### src/verilog/fcr_pkg.sv
// shared constants and carriers of the flash control register block
// assumes a 32-bit axi4-lite master and a flash array engine on clk_sys
package fcr_pkg;

  // ----------------------------------------------------------------
  // register offsets (byte addresses)
  // ----------------------------------------------------------------
  localparam logic [11:0] OFF_WS     = 12'h000;
  localparam logic [11:0] OFF_KEY    = 12'h004;
  localparam logic [11:0] OFF_OPTION_KEY_VALUE  = 12'h008;
  localparam logic [11:0] OFF_STAT   = 12'h00C;
  localparam logic [11:0] OFF_CTL    = 12'h010;
  localparam logic [11:0] OFF_ADDR   = 12'h014;
  localparam logic [11:0] OFF_OBSTAT = 12'h01C;
  localparam logic [11:0] OFF_WP     = 12'h020;
  localparam logic [11:0] OFF_PID    = 12'h100;

  // ----------------------------------------------------------------
  // field positions and reset values
  // ----------------------------------------------------------------
  localparam int CTL_PG = 0, CTL_PER = 1, CTL_MER = 2, CTL_OPTION_PROGRAM_CMD = 4;
  localparam int CTL_OPTION_ERASE_CMD = 5, CTL_START = 6, CTL_LK = 7, CTL_OPTION_WRITE_ENABLE = 9;
  localparam int CTL_ERROR_IRQ_ENABLE = 10, CTL_DONE_IRQ_ENABLE = 12, CTL_OPTION_RELOAD = 13;
  localparam int ST_BUSY = 0, ST_PROGRAM_ERROR_FLAG = 2, ST_ALIGN_ERROR_FLAG = 3, ST_PROTECT_ERROR_FLAG = 4;
  localparam int ST_OP_DONE_FLAG = 5;
  localparam logic [13:0] CTL_RST = 14'h0080;
  localparam logic [2:0]  WS_RST  = 3'h0;
  localparam logic [7:0]  SPC_NONE = 8'hA5;
  localparam logic [7:0]  SPC_HIGH = 8'hCC;
  localparam logic [1:0]  RESP_OKAY = 2'h0;
  localparam logic [1:0]  RESP_SLVERR = 2'h2;

  typedef enum logic [0:0] {FSM_IDLE = 1'b0, FSM_BUSY = 1'b1} fcr_fsm_t;
  typedef enum logic [2:0] {
    OP_NONE = 3'b000, OP_PG = 3'b001, OP_PER = 3'b010, OP_MER = 3'b011,
    OP_OPTION_PROGRAM_CMD = 3'b100, OP_OPTION_ERASE_CMD = 3'b101
  } fcr_kind_t;

  // ----------------------------------------------------------------
  // carriers
  // ----------------------------------------------------------------
  typedef struct packed {
    logic awvalid; logic [31:0] awaddr;
    logic wvalid;  logic [31:0] wdata; logic [3:0] wstrb;
    logic bready;
    logic arvalid; logic [31:0] araddr;
    logic rready;
  } fcr_axi_req_t;

  typedef struct packed {
    logic awready; logic wready;
    logic bvalid;  logic [1:0] bresp;
    logic arready;
    logic rvalid;  logic [31:0] rdata; logic [1:0] rresp;
  } fcr_axi_rsp_t;

  typedef struct packed {
    logic valid; logic half; logic [31:0] addr; logic [31:0] data;
  } fcr_prog_t;

  typedef struct packed {
    logic valid; fcr_kind_t kind; logic [31:0] addr; logic [31:0] data;
  } fcr_op_t;

  typedef struct packed {
    fcr_fsm_t    fsm;
    logic [2:0]  wcnt;
    logic [13:0] ctl;
    logic [5:0]  stat;
    logic [31:0] addr;
    logic        key_half;
    logic        okey_half;
    logic [31:0] obstat;
    logic [15:0] wp;
    logic        opt_load;
    logic        rst_req;
    logic        aw_v;
    logic [11:0] aw_a;
    logic        w_v;
    logic [31:0] w_d;
    logic [3:0]  w_s;
    logic        b_v;
    logic [1:0]  b_r;
    logic        r_v;
    logic [31:0] r_d;
    logic [1:0]  r_r;
    fcr_op_t     op;
  } fcr_state_t;

endpackage
### src/verilog/fcr_flash_regs.sv
// register block of the embedded flash controller, axi4-lite slave
// assumes flash engine, option bytes and program writes share clk_sys
//
// What this block does
// wait code 000/001/010 adds 0/1/2 states
// key pair clears lock; software sets lock
// option key pair sets option write enable
// success sets done flag; write 1 clears
// protected target sets protect error; w1c
// misaligned program write sets align error; w1c
// program over non-blank sets program error; w1c
// busy high during operation, low after
// control resets to 0x80, locked
// reload bit reloads options, requests system reset
// done interrupt only when its enable set
// error interrupt only when its enable set
// start launches erase; cleared when busy clears
// bits 5/4 are option erase/program commands
// bits 2/1/0 mass, page erase, program
// command address register targets erase commands
// option status shows user data and byte
// security level coded 00/01/11 at 2:1
// option mismatch sets flag, forces 0xFF
// write-protect view loaded from option bits
// read-only product identifier at 0x100
// software uses full-word accesses on listed registers
// protected pages are never erased or programmed
// lock freezes command, start, interrupt enable bits
// interrupts are flag and enable combinations
// key registers read back zero
//
// The implementer's own choice: register access over AXI4-Lite.
`timescale 1ns/1ps
module fcr_flash_regs #(
  parameter logic [31:0] UNLOCK_KEY1 = 32'h1111_2222,
  parameter logic [31:0] UNLOCK_KEY2 = 32'h3333_4444,
  parameter logic [31:0] PRODUCT_ID  = 32'h0000_0001, // arbitrary value
  parameter int          PAGE_SHIFT  = 10
) (
  input  wire logic                 clk_sys,
  input  wire logic                 resetn,
  input  wire fcr_pkg::fcr_axi_req_t axi_req,
  output fcr_pkg::fcr_axi_rsp_t     axi_rsp,
  input  wire fcr_pkg::fcr_prog_t   prog_req,
  output logic                      prog_ready,
  output fcr_pkg::fcr_op_t          op_req,
  input  wire logic                 op_done,
  input  wire logic                 op_not_blank,
  input  wire logic [11:0][7:0]     opt_bytes,
  output logic [2:0]                wait_count,
  output logic                      irq_done,
  output logic                      irq_error,
  output logic                      sys_reset_req
);

  fcr_pkg::fcr_state_t q, d;
  logic [5:0][8:0]     obp;
  logic                wr_go;
  logic                busy;

  // ----------------------------------------------------------------
  // helpers
  // ----------------------------------------------------------------
  // byte-lane merge; narrow writes touch only their lanes
  function automatic logic [31:0] merge(input logic [31:0] o, input logic [31:0] n,
                                        input logic [3:0] s);
    logic [31:0] r;
    r = o;
    for (int i = 0; i < 4; i++) begin
      if (s[i]) r[8*i +: 8] = n[8*i +: 8];
    end
    return r;
  endfunction

  // option byte with its complement; mismatch yields 0xFF and flag
  function automatic logic [8:0] ob_pick(input logic [7:0] v, input logic [7:0] c);
    return (v == ~c) ? {1'b0, v} : {1'b1, 8'hFF};
  endfunction

  // four pages per protect bit; a zero bit protects them
  function automatic logic is_prot(input logic [31:0] a, input logic [15:0] wp);
    return ~wp[a[PAGE_SHIFT+2 +: 4]];
  endfunction

  for (genvar i = 0; i < 6; i++) begin : g_ob
    assign obp[i] = ob_pick(opt_bytes[2*i], opt_bytes[2*i+1]);
  end

  // ----------------------------------------------------------------
  // outputs
  // ----------------------------------------------------------------
  assign busy        = (q.fsm == fcr_pkg::FSM_BUSY);
  assign wr_go       = q.aw_v && q.w_v && !q.b_v;
  assign prog_ready  = !busy;
  assign op_req      = q.op;
  assign wait_count  = q.wcnt;
  assign sys_reset_req = q.rst_req;
  // interrupt lines straight from sticky flags and enables
  assign irq_done  = q.stat[fcr_pkg::ST_OP_DONE_FLAG] && q.ctl[fcr_pkg::CTL_DONE_IRQ_ENABLE];
  assign irq_error = (q.stat[fcr_pkg::ST_PROTECT_ERROR_FLAG] || q.stat[fcr_pkg::ST_PROGRAM_ERROR_FLAG])
                     && q.ctl[fcr_pkg::CTL_ERROR_IRQ_ENABLE];
  assign axi_rsp.awready = !q.aw_v;
  assign axi_rsp.wready  = !q.w_v;
  assign axi_rsp.bvalid  = q.b_v;
  assign axi_rsp.bresp   = q.b_r;
  assign axi_rsp.arready = !q.r_v;
  assign axi_rsp.rvalid  = q.r_v;
  assign axi_rsp.rdata   = q.r_d;
  assign axi_rsp.rresp   = q.r_r;

  // ----------------------------------------------------------------
  // next state
  // ----------------------------------------------------------------
  // software effects first, hardware events after, so a set wins
  always_comb begin
    logic [31:0] wd;
    logic [31:0] cd;
    logic        lk;
    wd = 32'h0000_0000;
    cd = 32'h0000_0000;
    lk = q.ctl[fcr_pkg::CTL_LK];
    d  = q;
    d.rst_req  = 1'b0;
    d.op.valid = 1'b0;

    // option bytes captured after reset release or on reload
    if (q.opt_load) begin
      d.opt_load = 1'b0;
      d.obstat   = {obp[3][7:0], obp[2][7:0], obp[1][7:0], 5'h00, 2'h1,
                    obp[0][8] | obp[1][8] | obp[2][8] | obp[3][8] | obp[4][8] | obp[5][8]};
      if (obp[0][7:0] == fcr_pkg::SPC_NONE) d.obstat[2:1] = 2'h0;
      if (obp[0][7:0] == fcr_pkg::SPC_HIGH) d.obstat[2:1] = 2'h3;
      d.wp = {obp[5][7:0], obp[4][7:0]};
    end

    // write address and data are taken independently
    if (axi_req.awvalid && !q.aw_v) begin
      d.aw_v = 1'b1;
      d.aw_a = axi_req.awaddr[11:0];
    end
    if (axi_req.wvalid && !q.w_v) begin
      d.w_v = 1'b1;
      d.w_d = axi_req.wdata;
      d.w_s = axi_req.wstrb;
    end
    if (q.b_v && axi_req.bready) d.b_v = 1'b0;

    if (wr_go) begin
      d.aw_v = 1'b0;
      d.w_v  = 1'b0;
      d.b_v  = 1'b1;
      d.b_r  = fcr_pkg::RESP_OKAY;
      // key words only count as whole words; a partial one restarts the pair
      case (q.aw_a)
        fcr_pkg::OFF_WS: begin
          wd = merge({29'h0, q.wcnt}, q.w_d, q.w_s);
          d.wcnt = wd[2:0];
        end
        fcr_pkg::OFF_KEY: begin
          d.key_half = (q.w_s == 4'hF) && !q.key_half && (q.w_d == UNLOCK_KEY1);
          if ((q.w_s == 4'hF) && q.key_half && (q.w_d == UNLOCK_KEY2)) begin
            d.ctl[fcr_pkg::CTL_LK] = 1'b0;
          end
        end
        fcr_pkg::OFF_OPTION_KEY_VALUE: begin
          d.okey_half = (q.w_s == 4'hF) && !q.okey_half && (q.w_d == UNLOCK_KEY1);
          if ((q.w_s == 4'hF) && q.okey_half && (q.w_d == UNLOCK_KEY2)) begin
            d.ctl[fcr_pkg::CTL_OPTION_WRITE_ENABLE] = 1'b1;
          end
        end
        fcr_pkg::OFF_STAT: begin
          if (q.w_s[0]) d.stat[5:2] = q.stat[5:2] & ~q.w_d[5:2];
        end
        fcr_pkg::OFF_CTL: begin
          cd = merge({18'h0, q.ctl}, q.w_d, q.w_s);
          if (cd[fcr_pkg::CTL_LK]) d.ctl[fcr_pkg::CTL_LK] = 1'b1;
          if (!cd[fcr_pkg::CTL_OPTION_WRITE_ENABLE]) d.ctl[fcr_pkg::CTL_OPTION_WRITE_ENABLE] = 1'b0;
          if (cd[fcr_pkg::CTL_OPTION_RELOAD]) begin
            d.opt_load = 1'b1;
            d.rst_req  = 1'b1;
          end
          // locked: command, start and interrupt enable bits keep their values
          if (!lk) begin
            d.ctl[fcr_pkg::CTL_PG]    = cd[fcr_pkg::CTL_PG];
            d.ctl[fcr_pkg::CTL_PER]   = cd[fcr_pkg::CTL_PER];
            d.ctl[fcr_pkg::CTL_MER]   = cd[fcr_pkg::CTL_MER];
            d.ctl[fcr_pkg::CTL_ERROR_IRQ_ENABLE] = cd[fcr_pkg::CTL_ERROR_IRQ_ENABLE];
            d.ctl[fcr_pkg::CTL_DONE_IRQ_ENABLE] = cd[fcr_pkg::CTL_DONE_IRQ_ENABLE];
            if (cd[fcr_pkg::CTL_START]) d.ctl[fcr_pkg::CTL_START] = 1'b1;
            // option commands need the option write enable
            if (q.ctl[fcr_pkg::CTL_OPTION_WRITE_ENABLE]) begin
              d.ctl[fcr_pkg::CTL_OPTION_PROGRAM_CMD] = cd[fcr_pkg::CTL_OPTION_PROGRAM_CMD];
              d.ctl[fcr_pkg::CTL_OPTION_ERASE_CMD] = cd[fcr_pkg::CTL_OPTION_ERASE_CMD];
            end
          end
        end
        fcr_pkg::OFF_ADDR: d.addr = merge(q.addr, q.w_d, q.w_s);
        default: d.b_r = fcr_pkg::RESP_SLVERR;
      endcase
    end

    // reads answer one cycle after the address is taken
    if (q.r_v && axi_req.rready) d.r_v = 1'b0;
    if (axi_req.arvalid && !q.r_v) begin
      d.r_v = 1'b1;
      d.r_r = fcr_pkg::RESP_OKAY;
      case (axi_req.araddr[11:0])
        fcr_pkg::OFF_WS:     d.r_d = {29'h0, q.wcnt};
        fcr_pkg::OFF_KEY:    d.r_d = 32'h0000_0000;
        fcr_pkg::OFF_OPTION_KEY_VALUE:  d.r_d = 32'h0000_0000;
        fcr_pkg::OFF_STAT:   d.r_d = {26'h0, q.stat[5:2], 1'b0, busy};
        fcr_pkg::OFF_CTL:    d.r_d = {18'h0, 1'b0, q.ctl[12:0]};
        fcr_pkg::OFF_ADDR:   d.r_d = q.addr;
        fcr_pkg::OFF_OBSTAT: d.r_d = q.obstat;
        fcr_pkg::OFF_WP:     d.r_d = {16'h0, q.wp};
        fcr_pkg::OFF_PID:    d.r_d = PRODUCT_ID;
        default: begin
          d.r_d = 32'h0000_0000;
          d.r_r = fcr_pkg::RESP_SLVERR;
        end
      endcase
    end

    // operation launch and completion
    case (q.fsm)
      fcr_pkg::FSM_IDLE: begin
        if (q.ctl[fcr_pkg::CTL_START]) begin
          d.op.addr = q.addr;
          d.op.data = 32'h0000_0000;
          if (q.ctl[fcr_pkg::CTL_MER]) d.op.kind = fcr_pkg::OP_MER;
          else if (q.ctl[fcr_pkg::CTL_PER]) d.op.kind = fcr_pkg::OP_PER;
          else d.op.kind = fcr_pkg::OP_OPTION_ERASE_CMD;
          if ((q.ctl[fcr_pkg::CTL_MER] && (q.wp != 16'hFFFF))
              || (!q.ctl[fcr_pkg::CTL_MER] && q.ctl[fcr_pkg::CTL_PER]
                  && is_prot(q.addr, q.wp))) begin
            d.stat[fcr_pkg::ST_PROTECT_ERROR_FLAG] = 1'b1;
            d.ctl[fcr_pkg::CTL_START] = 1'b0;
          end else if (q.ctl[fcr_pkg::CTL_MER] || q.ctl[fcr_pkg::CTL_PER]
                       || q.ctl[fcr_pkg::CTL_OPTION_ERASE_CMD]) begin
            d.fsm      = fcr_pkg::FSM_BUSY;
            d.op.valid = 1'b1;
          end else begin
            d.ctl[fcr_pkg::CTL_START] = 1'b0;
          end
        end else if (prog_req.valid
                     && (q.ctl[fcr_pkg::CTL_PG] || q.ctl[fcr_pkg::CTL_OPTION_PROGRAM_CMD])) begin
          d.op.addr = prog_req.addr;
          d.op.data = prog_req.data;
          d.op.kind = q.ctl[fcr_pkg::CTL_PG] ? fcr_pkg::OP_PG : fcr_pkg::OP_OPTION_PROGRAM_CMD;
          if (prog_req.addr[0] || (!prog_req.half && prog_req.addr[1])) begin
            d.stat[fcr_pkg::ST_ALIGN_ERROR_FLAG] = 1'b1;
          end else if (q.ctl[fcr_pkg::CTL_PG] && is_prot(prog_req.addr, q.wp)) begin
            d.stat[fcr_pkg::ST_PROTECT_ERROR_FLAG] = 1'b1;
          end else begin
            d.fsm      = fcr_pkg::FSM_BUSY;
            d.op.valid = 1'b1;
          end
        end
      end
      fcr_pkg::FSM_BUSY: begin
        if (op_done) begin
          d.fsm = fcr_pkg::FSM_IDLE;
          d.ctl[fcr_pkg::CTL_START] = 1'b0;
          if (op_not_blank && ((q.op.kind == fcr_pkg::OP_PG)
                               || (q.op.kind == fcr_pkg::OP_OPTION_PROGRAM_CMD))) begin
            d.stat[fcr_pkg::ST_PROGRAM_ERROR_FLAG] = 1'b1;
          end else begin
            d.stat[fcr_pkg::ST_OP_DONE_FLAG] = 1'b1;
          end
        end
      end
      default: d.fsm = fcr_pkg::FSM_IDLE;
    endcase
  end

  // ----------------------------------------------------------------
  // state register
  // ----------------------------------------------------------------
  // option capture is a clocked load right after release, not a reset value
  always_ff @(posedge clk_sys or negedge resetn) begin
    if (!resetn) begin
      q          <= '0;
      q.ctl      <= fcr_pkg::CTL_RST;
      q.wcnt     <= fcr_pkg::WS_RST;
      q.wp       <= 16'hFFFF;
      q.opt_load <= 1'b1;
    end else begin
      q <= d;
    end
  end
endmodule

### config.mk
export PLATFORM = sky130hd
export DESIGN_NAME = fcr_flash_regs
export DESIGN_NICKNAME = d
export VERILOG_FILES = /design/src/verilog/fcr_pkg.sv /design/src/verilog/fcr_flash_regs.sv
export SDC_FILE = /design/constraint.sdc
export NUM_CORES = 1
export LEC_CHECK = 0
export ABC_CLOCK_PERIOD_IN_PS = 3600
export BUFFER_PORTS_ARGS = -buffer_cell sky130_fd_sc_hd__buf_2
export CORE_MARGIN = 3
export CORE_UTILIZATION = 49
export CTS_CLUSTER_SIZE = 10
export DETAILED_ROUTE_END_ITERATION = 6
export PLACE_DENSITY = 0.77
export SYNTH_ARGS = -nofsm -noshare
export SYNTH_HDL_FRONTEND = slang
export SYNTH_SLANG_ARGS = --single-unit
### constraint.sdc
create_clock -name clk_sys -period 3.6 [get_ports clk_sys]
set_input_delay 0.36 -clock clk_sys [delete_from_list [all_inputs] [get_ports clk_sys]]
set_output_delay 0.36 -clock clk_sys [all_outputs]
set_load 0.1 [all_outputs]
Word level (Yosys, flattened, before mapping)
Index checks and enable logic that the tools add are counted.

Flip-flop bits (word level): 253. Latch bits: 0. RAM bits: 0. Bits in read-only memories: 0. Input port bits: 271. Word-level logic and storage cells: 227. Memories: 0.

$add $sub $neg: 0. Multiply operators: 0. Div/mod/pow operators: 0. $lt $le $gt $ge: 2. Equal/unequal tests: 33. Shift-type cells: 0. Multiplexer cells: 78. Bitwise operators: 17. Reductions and logical operators: 64.

Operators by type and width (number): case mux 32 bit (7 select lines) (1); 2-to-1 mux 68 bit (3); == test 12 x 5 -> 1 bit, second input constant (5); 2-to-1 mux 9 bit (6); == test 12 x 4 -> 1 bit, second input constant (4); == test 8 bit (6); inverter 8 bit (6); 2-to-1 mux 37 bit (1); 2-to-1 mux 35 bit (1); 2-to-1 mux 1 bit (34); == test 32 x 29 -> 1 bit, second input constant (1); == test 32 x 30 -> 1 bit, second input constant (1); == test 12 x 3 -> 1 bit, second input constant (2); logical AND 1 bit (24); zero test 12 bit (2); 2-to-1 mux 3 bit (8); 2-to-1 mux 8 bit (3); 2-to-1 mux 6 bit (3); == test 8 bit, second input constant (2); 2-to-1 mux 2 bit (8); != test 16 bit, second input constant (1); AND reduction 4 bit (4); AND reduction 3 bit (5); nonzero test 2 bit (7); 22 further kinds (56).

Depth between registers and ports, before layout
Depth after elaboration: 11. Depth in mapped cells: 7. Gate-level depth less buffers: 5.

Worst setup path before layout
OpenSTA, ideal clock, no wires.

Path kind: register to register. Start: register q (netlist bit busy). End: register q (netlist bit op_req[0]). Library setup time: 121 ps. Data arrival time: 1863 ps. Required time: 3479 ps. Slack: 1616 ps. Cell stages (with the launch flop): 6. Period minus slack after synthesis: 1984 ps. Cell sequence: dfrtp_1 > buf_2 > inv_1 > nand2_1 > clkbuf_1 > a22o_1.

Word-level cells in the longest chain between the ends: 2.

RTL lines: from (decl) (line fcr_flash_regs.sv:56) `fcr_pkg::fcr_state_t q, d;`; inverter 1 bit (no line); AND reduction 2 bit (no line).

No other way between the ends. A chain may end at the register's enable or synchronous reset.

Worst setup path after layout
Start: register q (netlist bit busy). End: register q (netlist bit op_req[4]).

Same word-level chain as after synthesis.

==> reports/metrics.csv <==
metric,value,unit
Yosys top cell area share,0.4681,
dpl ws,1.069,ns
"Setup Fix Bufs, Post-CTS",0,
Slew @ Worst Pin,1.188,ns
min-delay src,axi_req[52],
ys async rst share,1.000,
# DRC,0,
antenna-violating nets left,0,
worst skew pair latency,0.55,ns
prevailing post-synth register cell,dfrtp_1,
worst r2r src,busy,
Worst Path Arrival,2.78,ns
Final Critical Period,2.313,ns
Max IR drop VDD,0.6414,mV
drt pass-1 iters,7,
Post-synth EDFFs,0,
Rows,57,
H-tree lvl count,1,
Worst-path clk slew,0.06,ns
status,finished clean,
final hold viol count,0,
register bit total from synthesis,251,
leakage,0.006773,uW
Startpoint Class,flop,
wire per inst,19.99,microns
multi-input logic area,5090,sq um
setup ws final,1.287,ns
Synth area leaders,"dfrtp_1 (47%), mux2_2 (8.6%), buf_4 (6.6%)",
"Critical Path, Cell by Cell",inv_1 -> nand2_1 -> a22o_1,
Tcrit/Tclk final,0.6426,
max_cap viols,0,
vias in the first global route,9432,
min-delay worst type,in -> reg,
Placer Congestion,0.8555,
die footprint,27370,sq um
Slew Limit Fails,0,
Setup TNS Final,0,ns
CTS tree,done,
first-pass GRT wire length,51450,microns
maximum clock rate,432.3,MHz
Worst setup EP type,flop,
"most common cell after layout, fill and taps aside",buf_2,
WP buf/inv,1,
Yosys cell types,66,
core box area,24680,sq um
Initial DRC Count,675,
"leading cell types in the layout, fill and taps excluded","buf_2 (343), dfrtp_1 (232), nor2_1 (119)",
Pwr Total,8517,uW
syn_area_per_cell,10.98,sq um
layout cell share with drive strength beyond 1,0.3760,
Port Buf Inserts,344,
clock buffer count from CTS,29,
"delay-heaviest family, CP",simple AND/OR/NAND/NOR gates,
Critical Path RT,4.07,ns
Nets,1632,
filler cell count in the final layout,2117,
Clock Skew,0.01609,ns
DRT Wirelength,34230,microns
unrepaired setup endpoints after global routing,no,
Post-Syn Area,12460,sq um
Die H,165.4,microns
FF/Latch Area,6305,sq um
Die W,165.4,microns
Layout Utilization,0.5912,
final setup fails,0,
sequential-to-total area share from yosys stat,0.5061,
CP Max Fanout,34,
Ports,387,
max incr delay on CP,0.92,ns
initial antenna violation count,5,
clk root buf,clkbuf_16,
Area Growth Syn to Fin,17.13,%
FF-to-FF path depth,3,
initial core utilization,0.5048,
Stages on worst setup path,3,
Global Route Usage Sum,0.2405,
beginning of the critical path,busy,
# clock sinks,251,
synth warn,0,
CP Class,reg -> reg,
RR Endpoint,op_req[4],
Pwr per Cell Area,583.8,nW/um^2
hpwl dp,25290,microns
r2r setup slk,1.29,ns
worst hold margin,0.01835,ns
drt via density,5.555,
DR vias,9511,
cell taking the most area after synthesis,dfrtp_1,
pin count of the biggest net entering global routing,86,
CP max-delay cell,nand2_1,
Mapped Cells,1134,
CTS Buffer Depth,3,
Worst Setup EP,op_req[4],
max_slew headroom,0.2061,
GR Overflow Total,0,
-- cells in the mapped netlist (all sizes together), types with 18 or more instances --
cell / number
dfrtp: 233
buf: 122
nor2: 121
mux2: 95
a21oi: 67
nand2: 64
mux2i: 54
clkbuf: 40
a22o: 37
o21ai: 35
xnor2: 33
a22oi: 18
dfstp: 18
nand4: 18
o31ai: 18
-- report_power, final --
part           total (uW)  switching (uW)  leakage, uW  internal, uW
logic                2130            1470      0.00326           661
registers            3690             450      0.00311          3240
clock network        2700            1120     0.000407          1580
-- cells by family after synthesis --
group                  synth area share
AO/OA/AOI/OAI                    0.1183
XOR/XNOR                        0.03516
buffers and inverters           0.08769
flip-flops                       0.5061
multiplexers                     0.1389
other                         0.0003011
AND/OR/NAND/NOR                  0.1135
-- state kept, by name, indices dropped and copies added (netlist names) --
| signal | cells |
|---|---|
| q | 142 |
| op_req | 68 |
| axi_rsp | 36 |
| wait_count | 3 |
| busy | 1 |
| sys_reset_req | 1 |
-- timing repair --
item,CTS,global route
endpoints found under the hold margin,84,0
gates resized for setup,0,0
hold buffers,3,0
-- metal layers --
layer / wire length (microns) / global-route usage / share of wire
met5: 21 / 0 / 0.00061
met4: 1000 / 0.07750 / 0.029
met3: 2335 / 0.04665 / 0.068
met2: 16430 / 0.3945 / 0.48
met1: 14440 / 0.3237 / 0.42
-- worst reg2reg max path, stage by stage (launching register included) --
cell,delay (ns)
dfrtp_1,0.81
inv_1,0.23
nand2_1,0.92
a22o_1,0.28
-- how the worst min path moves through the flow --
stage	slack, ns	depth (start not counted)	end
2_1_floorplan	0.06	0	axi_rsp[10]
3_3_place_gp	0.40	1	op_req[60]
3_5_place_dp	0.40	1	op_req[59]
4_1_cts	0.003	3	q[123]
5_1_grt	0.006	3	q[123]
6_report	0.02	3	q[123]
-- final cells by class --
class | count | area share
timing repair buffer | 357 | 0.1276
inverter | 15 | 0.003859
clock inverter | 2 | 0.003431
clock buffer | 51 | 0.05540
antenna | 5 | 0.0008576
tap | 324 | 0.02779
sequential | 251 | 0.4322
multi-input combinational | 707 | 0.3489
-- metrics by stage --
stage | instance area, sq um | cells
5_1_grt | 14580 | 1710
3_5_place_dp | 13690 | 1651
2_1_floorplan | 12460 | 1135
4_1_cts | 14580 | 1707
3_3_place_gp | 13690 | 1651
6_report | 14590 | 1712
No activity file was read; power rests on OpenSTA's default activity.
